<file path="src/imc_idle_defines.vh">
// Constants for the idle-mode clock gating block.
// Operation
// After any reset the block starts in active mode with core and peripherals on the system clock.
// From active mode software may choose idle, slow-down or power-down.
// In idle mode the core clock is gated off so that execution halts.
// Entering idle leaves the oscillator running and withholds only the core clock.
// In idle every peripheral whose own clock is enabled keeps its clock.
// A watchdog overflow during idle raises an internal reset that ends idle.
// All processor state is kept unchanged throughout idle.
// Port pins keep the levels they had when idle was entered.
// Writing a one to the core sleep request bit places the device in idle.
// Any enabled interrupt ends idle, restores the core clock and lets it be serviced.
// After the interrupt return, execution continues after the instruction that set the bit.
// The external hard reset ends idle and the normal reset behaviour follows.
// The core sleep request bit clears itself when idle is left.
`ifndef IMC_IDLE_DEFINES_VH
`define IMC_IDLE_DEFINES_VH

`define IMC_MODE_W 2
`define IMC_MODE_ACTIVE 2'h0
`define IMC_MODE_IDLE 2'h1
`define IMC_MODE_PDOWN 2'h2

`define IMC_PORT_W 8
`define IMC_PERIPH_W 4
`define IMC_PORT_RST 8'hFF
`define IMC_PERIPH_RST 4'hF
`define IMC_CORE_EN_RST 1'h1
`define IMC_OSC_RST 1'h1
`define IMC_SLOW_RST 1'h0
`define IMC_SLEEP_BIT_RST 1'h0
`define IMC_PULSE_RST 1'h0

`endif
</file>
<file path="src/imc_idle_ctrl.v">
// Power-mode controller: active, idle, slow-down select and power-down.
`default_nettype none
`include "imc_idle_defines.vh"

module imc_idle_ctrl (
  // Clock and synchronous reset.
  input wire clk_i,
  input wire rst_n_i,
  // Software requests from the core.
  input wire sleep_req_wr_i,
  input wire sleep_req_val_i,
  input wire slowdown_bit_i,
  input wire pdown_req_i,
  // Wake and abort events.
  input wire irq_pending_i,
  input wire watchdog_counter_ovf_i,
  input wire pdown_wake_i,
  // Peripheral clock enables chosen by software.
  input wire [`IMC_PERIPH_W-1:0] periph_clk_on_i,
  // Port levels the core wants to drive.
  input wire [`IMC_PORT_W-1:0] port_drive_i,
  // Clock gate controls.
  output wire core_clk_en_o,
  output wire osc_run_o,
  output wire slow_clk_sel_o,
  output wire [`IMC_PERIPH_W-1:0] periph_clk_en_o,
  // Port pins.
  output wire [`IMC_PORT_W-1:0] port_pin_o,
  // Status and events.
  output wire [`IMC_MODE_W-1:0] mode_o,
  output wire core_sleep_request_bit_o,
  output wire irq_wake_o,
  output wire watchdog_rst_o
);

  localparam [1:0] ST_ACTIVE = `IMC_MODE_ACTIVE;
  localparam [1:0] ST_IDLE = `IMC_MODE_IDLE;
  localparam [1:0] ST_PDOWN = `IMC_MODE_PDOWN;

  reg [1:0] state_q;
  reg [1:0] state_d;
  reg sleep_bit_q;
  reg sleep_bit_d;
  reg core_en_q;
  reg core_en_d;
  reg osc_q;
  reg osc_d;
  reg slow_q;
  reg [`IMC_PERIPH_W-1:0] periph_q;
  reg [`IMC_PERIPH_W-1:0] periph_d;
  reg [`IMC_PORT_W-1:0] port_q;
  reg [`IMC_PORT_W-1:0] port_d;
  reg wake_q;
  reg wake_d;
  reg wdrst_q;
  reg wdrst_d;

  wire sleep_set;
  wire exit_irq;
  wire exit_wdt;

  // A write of one is the only way into idle.
  assign sleep_set = sleep_req_wr_i & sleep_req_val_i;
  assign exit_irq = (state_q == ST_IDLE) & irq_pending_i;
  assign exit_wdt = (state_q == ST_IDLE) & watchdog_counter_ovf_i;

  // Next mode.
  always @* begin
    state_d = state_q;
    case (state_q)
      ST_ACTIVE: begin
        // Idle is taken before power-down when both ask in one cycle.
        if (sleep_set) begin
          state_d = ST_IDLE;
        end else if (pdown_req_i) begin
          state_d = ST_PDOWN;
        end
      end
      ST_IDLE: begin
        if (exit_wdt | exit_irq) begin
          state_d = ST_ACTIVE;
        end
      end
      ST_PDOWN: begin
        if (pdown_wake_i) begin
          state_d = ST_ACTIVE;
        end
      end
      default: begin
        state_d = ST_ACTIVE;
      end
    endcase
  end

  // Request bit: a fresh write wins over the self-clear on exit.
  always @* begin
    sleep_bit_d = sleep_bit_q;
    if (sleep_req_wr_i & ~sleep_req_val_i) begin
      sleep_bit_d = 1'h0;
    end
    if ((state_q == ST_IDLE) && (state_d != ST_IDLE)) begin
      sleep_bit_d = 1'h0;
    end
    if (sleep_set) begin
      sleep_bit_d = 1'h1;
    end
  end

  // Clock gates follow the next mode so the core stops on the cycle after the write.
  always @* begin
    core_en_d = 1'h1;
    osc_d = 1'h1;
    periph_d = periph_clk_on_i;
    case (state_d)
      ST_ACTIVE: begin
        core_en_d = 1'h1;
      end
      ST_IDLE: begin
        // Gating the core clock freezes every core register in place.
        core_en_d = 1'h0;
        osc_d = 1'h1;
        periph_d = periph_clk_on_i;
      end
      ST_PDOWN: begin
        // Peripherals lose their clocks here whatever software enabled.
        core_en_d = 1'h0;
        osc_d = 1'h0;
        periph_d = {`IMC_PERIPH_W{1'h0}};
      end
      default: begin
        core_en_d = 1'h1;
      end
    endcase
  end

  // Pins follow the core while active, so the entry edge captures the last
  // levels, and hold them in every other mode.
  always @* begin
    port_d = port_q;
    case (state_q)
      ST_ACTIVE: begin
        port_d = port_drive_i;
      end
      ST_IDLE: begin
        port_d = port_q;
      end
      ST_PDOWN: begin
        port_d = port_q;
      end
      default: begin
        port_d = port_drive_i;
      end
    endcase
  end

  // One-cycle event pulses.
  always @* begin
    wake_d = exit_irq & ~exit_wdt;
    wdrst_d = exit_wdt;
  end

  // The resume address needs no storage: the core halted with its
  // program counter already past the write, so the interrupt return
  // lands on the following instruction.
  always @(posedge clk_i) begin
    if (!rst_n_i) begin
      state_q <= ST_ACTIVE;
      sleep_bit_q <= `IMC_SLEEP_BIT_RST;
    end else begin
      state_q <= state_d;
      sleep_bit_q <= sleep_bit_d;
    end
  end

  // Clock gate controls. Slow-down is kept apart from the mode, so it
  // persists through idle and only software or a reset can end it.
  always @(posedge clk_i) begin
    if (!rst_n_i) begin
      core_en_q <= `IMC_CORE_EN_RST;
      osc_q <= `IMC_OSC_RST;
      slow_q <= `IMC_SLOW_RST;
      periph_q <= `IMC_PERIPH_RST;
    end else begin
      core_en_q <= core_en_d;
      osc_q <= osc_d;
      slow_q <= slowdown_bit_i;
      periph_q <= periph_d;
    end
  end

  // Port pins.
  always @(posedge clk_i) begin
    if (!rst_n_i) begin
      port_q <= `IMC_PORT_RST;
    end else begin
      port_q <= port_d;
    end
  end

  // Event pulses; the watchdog pulse is meant to drive the internal reset.
  always @(posedge clk_i) begin
    if (!rst_n_i) begin
      wake_q <= `IMC_PULSE_RST;
      wdrst_q <= `IMC_PULSE_RST;
    end else begin
      wake_q <= wake_d;
      wdrst_q <= wdrst_d;
    end
  end

  assign core_clk_en_o = core_en_q;
  assign osc_run_o = osc_q;
  assign slow_clk_sel_o = slow_q;
  assign periph_clk_en_o = periph_q;
  assign port_pin_o = port_q;
  assign mode_o = state_q;
  assign core_sleep_request_bit_o = sleep_bit_q;
  assign irq_wake_o = wake_q;
  assign watchdog_rst_o = wdrst_q;

endmodule // imc_idle_ctrl

`default_nettype wire

</file>
<file path="config.mk">
export PLATFORM = sky130hd
export DESIGN_NAME = imc_idle_ctrl
export DESIGN_NICKNAME = d
export VERILOG_FILES = /design/src/imc_idle_ctrl.v
export VERILOG_INCLUDE_DIRS = /design/src
export SDC_FILE = /design/constraint.sdc
export NUM_CORES = 1
export LEC_CHECK = 0
export BUFFER_PORTS_ARGS = -buffer_cell sky130_fd_sc_hd__buf_2
export CAP_MARGIN = 10
export CORE_MARGIN = 5
export CORE_UTILIZATION = 38
export DETAILED_ROUTE_END_ITERATION = 16
export PLACE_DENSITY = 0.81
export SLEW_MARGIN = 10
export SYNTH_ARGS = -nofsm -noshare
export SYNTH_HDL_FRONTEND = slang
export SYNTH_SLANG_ARGS = --single-unit
</file>
<file path="constraint.sdc">
create_clock -name clk_i -period 1.6 [get_ports clk_i]
set_input_delay 0.16 -clock clk_i [delete_from_list [all_inputs] [get_ports clk_i]]
set_output_delay 0.16 -clock clk_i [all_outputs]
set_load 0.005 [all_outputs]
</file>
==> out/results.tsv, run 1 <==
metric	value	unit
cts_buffer_depth	2	
cts.htree.levels	1	
numCtsBuffers	3	
crit_arrival	1980	ps
period_minus_slack	1800	ps
crit_fanout	4	
tritoncts	built	
timing_worst_setup_path_type	flip-flop to flip-flop	
final_slew_viol_count	0	
n_antenna_cell	0	
report.final.setup_viol	2	
wire_length_on_met1	642	microns
detailed_place.area	1100	sq um
insertion_delay	290	ps
finalHoldWorstSlack	68.9	ps
grt_antenna_before_repair	0	
worstSetupEndpointType	flip-flop	
met3_length	115	microns
synthDistinctLibCells	24	
rsz_0062_raised_after_global_routing	yes	
worst_slew_margin_rel	73.9	%
worst_slack	-201	ps
placeableCoreArea	1980	sq um
count_of_max_cap_constraint_violations	0	
grt.total_usage	11.5	%
max_slew.worst_pin.slew	392	ps
dieHeight	55.9	microns
power.ir.vdd_worst	0.624	mV
clk_root_buffer_cell	sky130_fd_sc_hd__clkbuf_4	
drive_gt1_share	51.6	%
area.growth.synth_to_final	44.1	%
dr.pass1.iters	4	
wire_length_of_the_first_global_routing_pass	2860	microns
vias_per_cell	4.50	
count_of_final_hold_check_violations	0	
post_drt_wl_per_cell	11.3	microns
die_width	55.9	microns
grt_max_degree	20	
drt_iter0_markers	14	
min_period_over_period	113	%
design.die.area	3130	sq um
rows	16	
drc	0	
mapped_cells	78	
first_global_vias	705	
filler_cell_count	187	
clk_pin_slew_worst_paths	100	ps
finalInstanceArea	1150	sq um
gr-total-overflow	0	
wirelength	1730	microns
post_synth.cell_area_avg	10.3	sq um
mappedNetlistArea	801	sq um
setup_tns	-268	ps
finalNonFillerCells	153	
post_synthesis_sequential_area_ratio	50.0	%
numPlacedInstances	149	
boundaryPins	41	
antenna_violating_nets_post_route	0	
required	1780	ps
numClockSinks	20	
mappedNetlistNets	105	
power_leakage	0.553	nW
run_status	finished with violations	
start_util	40.4	%
yosysWarningCount	0	
holdCritPathClass	primary input to flip-flop	
cellPowerDensity	930	nW/um^2
synth.ff_latch_count	20	
gp_routability_congestion	0.767	
dr_wl_met2	936	microns
dp.final_hpwl	1450	microns
topRoutingLayerUsed	met4	
portBuffers	40	
failed_checks	negative setup slack	
final.setup_skew	4.58	ps
finalNetCount	154	
critical_path.startpoint_type	flip-flop	
final_core_util	58.2	%
fmaxAchievable	0.555	GHz
via_count	688	
-- worst max-delay path: stages (launching register included) --
cell	delay [ps]
sky130_fd_sc_hd__dfxtp_2	360
sky130_fd_sc_hd__inv_2	70
sky130_fd_sc_hd__ha_4	120
sky130_fd_sc_hd__nor3b_4	200
sky130_fd_sc_hd__a211oi_2	70
sky130_fd_sc_hd__or3_1	350
sky130_fd_sc_hd__ha_2	170
sky130_fd_sc_hd__or2b_1	210
sky130_fd_sc_hd__nand3b_1	80
sky130_fd_sc_hd__a21boi_1	60
-- sequential cells by signal, summed over array words and instances, names as in the netlist --
name                      count
core_clk_en_o                 1
watchdog_rst_o                1
osc_run_o                     1
slow_clk_sel_o                1
core_sleep_request_bit_o      1
irq_wake_o                    1
mode_o                        2
port_pin_o                    8
periph_clk_en_o               4
-- cell families after synthesis --
| kind of cell | synth area share, % |
|---|---|
| and+or+nand+nor | 16.3 |
| DFF | 50.0 |
| AOI/OAI and AO/OA | 9.84 |
| buffers and inverters | 4.53 |
| muxes | 10.0 |
| adders and majority gates | 9.37 |
-- through the flow --
step	setup slack, ps	total power, mW
global placement	-136	0.796
detailed placement	-246	0.805
global route	-284	1.14
CTS	-204	1.09
floorplan	-141	0.696
finish	-201	1.07
-- repair_timing --
item / in CTS / in global routing
hold endpoints to repair: 0 / 0
gates resized for setup: 8 / 1
hold buffers: 0 / 0
gates cloned: 0 / 0
setup endpoints to repair: 6 / 7
pin swaps: 0 / 0
buffers inserted: 0 / 0
-- metal layers --
layer / vias to the layer above / GRT usage (%)
met5: - / 0
met4: 0 / 7.46
met3: 2 / 3.02
met2: 18 / 21.1
met1: 314 / 11.2
li1: 354 / -
-- Yosys cell counts --
cell type                  instances  area, sq um
sky130_fd_sc_hd__nor2b_1           1         6.26
sky130_fd_sc_hd__clkbuf_1          1         3.75
sky130_fd_sc_hd__or2b_1            1         7.51
sky130_fd_sc_hd__or3_1             1         6.26
sky130_fd_sc_hd__o21ai_0           5         25.0
sky130_fd_sc_hd__nor3_1            2         10.0
sky130_fd_sc_hd__a211oi_2          1         12.5
sky130_fd_sc_hd__nand3b_1          1         7.51
sky130_fd_sc_hd__and2_1            1         6.26
sky130_fd_sc_hd__inv_1             6         22.5
sky130_fd_sc_hd__and4b_1           1         10.0
sky130_fd_sc_hd__nand2_1          10         37.5
sky130_fd_sc_hd__a31oi_1           1         6.26
sky130_fd_sc_hd__nand2b_1          3         18.8
sky130_fd_sc_hd__buf_2             2         10.0
sky130_fd_sc_hd__mux2i_1           8         80.1
sky130_fd_sc_hd__a21bo_2           1         10.0
sky130_fd_sc_hd__and3_2            1         7.51
sky130_fd_sc_hd__ha_1              6         75.1
sky130_fd_sc_hd__nor3b_2           1         12.5
sky130_fd_sc_hd__a21oi_1           2         10.0
sky130_fd_sc_hd__dfxtp_1          20          400
sky130_fd_sc_hd__a21boi_0          1         7.51
sky130_fd_sc_hd__a21o_1            1         7.51
-- power by group --
| part | internal, mW | leakage [nW] | switching [mW] |
|---|---|---|---|
| combinational | 0.132 | 0.365 | 0.107 |
| clock | 0.138 | 0.0210 | 0.137 |
| sequential | 0.540 | 0.167 | 0.0183 |
| total | 0.810 | 0.553 | 0.263 |
-- worst paths after layout --
| kind | from | cells past startpoint | endpoint | slack, ps |
|---|---|---|---|---|
| hold reg to reg | port_pin_o[5]$_SDFFE_PN1N_ | 2 | port_pin_o[5]$_SDFFE_PN1N_ | 480 |
| setup / recovery | mode_o[1]$_SDFF_PN0_ | 9 | core_sleep_request_bit_o$_SDFFE_PN0P_ | -200 |
| hold / removal | slowdown_bit_i | 2 | slow_clk_sel_o$_SDFF_PN0_ | 70 |
| setup reg to reg | mode_o[1]$_SDFF_PN0_ | 9 | core_sleep_request_bit_o$_SDFFE_PN0P_ | -200 |
-- layout by cell type, fill, tap and decap left out, drive strengths merged --
cell	netlist	layout
clkbuf	1	4
dfxtp	20	20
buf	2	47
nand2b	3	3
mux2i	8	8
and3	1	1
nor3	2	2
a21bo	1	1
and4b	1	1
a21o	1	1
nand3b	1	1
or2b	1	1
ha	6	6
nor3b	1	1
a211oi	1	1
or3	1	1
nor2b	1	1
inv	6	6
o21ai	5	5
a21boi	1	1
and2	1	1
a21oi	2	2
a31oi	1	1
nand2	10	10
-- layout make-up --
class / count / area, sq um / share of cell area [%]
Tap cell: 27 / 33.8 / 2.93
Timing Repair Buffer: 47 / 253 / 21.9
Clock buffer: 4 / 36.3 / 3.15
Inverter: 6 / 22.5 / 1.95
Sequential cell: 20 / 405 / 35.1
Multi-Input combinational cell: 49 / 403 / 34.9
Note: power is estimated with default switching activity, not from simulation.
==> run 2: changes to the inputs <==
--- a/config.mk
+++ b/config.mk
@@ -11,6 +11,7 @@
 export CORE_MARGIN = 5
 export CORE_UTILIZATION = 38
 export DETAILED_ROUTE_END_ITERATION = 16
+export GPL_TIMING_DRIVEN = 0
 export PLACE_DENSITY = 0.81
 export SLEW_MARGIN = 10
 export SYNTH_ARGS = -nofsm -noshare
==> run 2 against run 1 <==
Net effect:
- the flow still finishes with violations (negative setup slack)
- final cell count is 2.0% higher
- design area up 8.8%
- setup slack lost 100 ps
- maximum frequency down 5.3%
- critical path type unchanged
==> out/results.tsv, run 2 (synthesized netlist as in run 1, its figures left out) <==
metric	value	unit
critical_path.startpoint_type	flip-flop	
design_power_total	1.25	mW
rrSetupSlack	-300	ps
fmaxAchievable	0.526	GHz
numClockSinks	20	
crit_fanout	4	
design.die.area	3130	sq um
final_cell_mix	sky130_fd_sc_hd__buf_2, sky130_fd_sc_hd__dfxtp_1, sky130_fd_sc_hd__nand2_1, sky130_fd_sc_hd__mux2i_1, sky130_fd_sc_hd__buf_4	
clk_root_buffer_cell	sky130_fd_sc_hd__clkbuf_4	
failed_checks	negative setup slack	
grt_met1_usage	10.1	%
final_slew_viol_count	0	
antenna_violating_nets_post_route	0	
run_status	finished with violations	
r2r_start	mode_o[1]$_SDFF_PN0_	
numCtsBuffers	3	
number_of_flip_flops_under_the_largest_register_name	8	
cellPowerDensity	999	nW/um^2
n_antenna_cell	0	
power.ir.vdd_worst	0.633	mV
drt_iter0_markers	13	
holdCritPathClass	primary input to flip-flop	
dr.pass1.iters	4	
finalInstanceArea	1250	sq um
use_met3	5.57	%
detailed_place.area	1060	sq um
worst-r2r-cell-count	9	
required	1780	ps
hold_buffers	0	
gr-total-overflow	0	
count_of_max_cap_constraint_violations	0	
final.setup_skew	17.8	ps
min_delay_path_depth	3	
max_slew.worst_pin.slew	435	ps
tritoncts	built	
finalNetCount	157	
placeableCoreArea	1980	sq um
count_of_final_hold_check_violations	0	
worstSetupEndpointType	flip-flop	
gp_routability_congestion	0.727	
dp.final_hpwl	1360	microns
grt.total_usage	11.9	%
filler_cell_count	163	
worst_slack	-302	ps
rows	16	
top_usage_layer	met2	
worst_slew_margin_rel	71.0	%
via_count	728	
portBuffers	39	
grt_max_degree	13	
grt_antenna_before_repair	0	
pre_cts_ws	-261	ps
drc	0	
boundaryPins	41	
cts.htree.levels	1	
wire_length_of_the_first_global_routing_pass	2910	microns
timing_worst_setup_path_type	flip-flop to flip-flop	
drive_gt1_share	55.8	%
first_global_vias	696	
die_width	55.9	microns
dieHeight	55.9	microns
report.final.setup_viol	7	
clk_pin_slew_worst_paths	120	ps
period_minus_slack	1900	ps
regToRegEndpoint	core_sleep_request_bit_o$_SDFFE_PN0P_	
use_met2	22.5	%
layout.cells.most_common	sky130_fd_sc_hd__buf_2	
timing.hold.worst.start	port_drive_i[7]	
cts_buffer_depth	2	
power_leakage	0.586	nW
wirelength	2040	microns
crit_arrival	2080	ps
min_delay_worst_endpoint	port_pin_o[7]$_SDFFE_PN1N_	
vias_per_cell	4.67	
min_period_over_period	119	%
post_drt_wl_per_cell	13.1	microns
insertion_delay	300	ps
start_util	40.4	%
area.growth.synth_to_final	56.7	%
rsz_0062_raised_after_global_routing	yes	
[run 2: worst max-delay path by stage]
stage | slack, ps | end | from | depth (start not counted)
6_report | -300 | core_sleep_request_bit_o$_SDFFE_PN0P_ | mode_o[1]$_SDFF_PN0_ | 9
4_1_cts | -270 | core_sleep_request_bit_o$_SDFFE_PN0P_ | mode_o[1]$_SDFF_PN0_ | 9
3_3_place_gp | -220 | core_sleep_request_bit_o$_SDFFE_PN0P_ | mode_o[1]$_SDFF_PN0_ | 9
2_1_floorplan | -140 | core_sleep_request_bit_o$_SDFFE_PN0P_ | mode_o[1]$_SDFF_PN0_ | 9
3_5_place_dp | -260 | core_sleep_request_bit_o$_SDFFE_PN0P_ | mode_o[1]$_SDFF_PN0_ | 9
5_1_grt | -360 | core_sleep_request_bit_o$_SDFFE_PN0P_ | mode_o[0]$_SDFF_PN0_ | 7
[run 2: metrics by stage]
step                utilization (%)  setup TNS (ps)  std cells  hold WS (ps)
floorplan                         -            -141         78           285
global placement               53.3            -237        144           369
detailed placement             53.3            -453        144           379
CTS                            59.7            -335        154          57.8
global route                   63.3            -919        156          60.4
finish                         63.3            -639        156          60.6
[run 2: area by class of cell]
cell class / instances / area [sq um] / share of cell area [%]
inverter: 6 / 27.5 / 2.19
tap: 27 / 33.8 / 2.69
multi-input combinational: 49 / 464 / 37.0
buffer: 3 / 13.8 / 1.10
clock buffer: 3 / 22.5 / 1.79
timing repair buffer: 47 / 255 / 20.3
sequential: 20 / 408 / 32.5
clock inverter: 1 / 30.0 / 2.39
[run 2: per-layer routing]
metal,up-vias,wire length [microns]
met5,-,0
met4,0,53
met3,4,109
met2,20,1150
met1,344,724
li1,360,-
[run 2: power breakdown]
part / total (mW) / switching (mW) / internal, mW
Sequential: 0.561 / 0.0214 / 0.540
Combinational: 0.289 / 0.129 / 0.160
Clock: 0.403 / 0.150 / 0.253
[run 2: timing repair]
action,4_1_cts,5_1_grt
endpoints found under the setup margin,6,7
gates resized for setup,10,13
pin swaps,6,8
buffers inserted,6,3
[run 2: worst max-delay path, cell delays in order (launching register included)]
cell and delay [ps]:
sky130_fd_sc_hd__dfxtp_4 390, sky130_fd_sc_hd__inv_4 60, sky130_fd_sc_hd__ha_4 120, sky130_fd_sc_hd__nor3b_4 210, sky130_fd_sc_hd__a211oi_2 60, sky130_fd_sc_hd__or3_1 350
sky130_fd_sc_hd__ha_2 180, sky130_fd_sc_hd__or2b_1 220, sky130_fd_sc_hd__nand3b_1 110, sky130_fd_sc_hd__a21boi_1 70
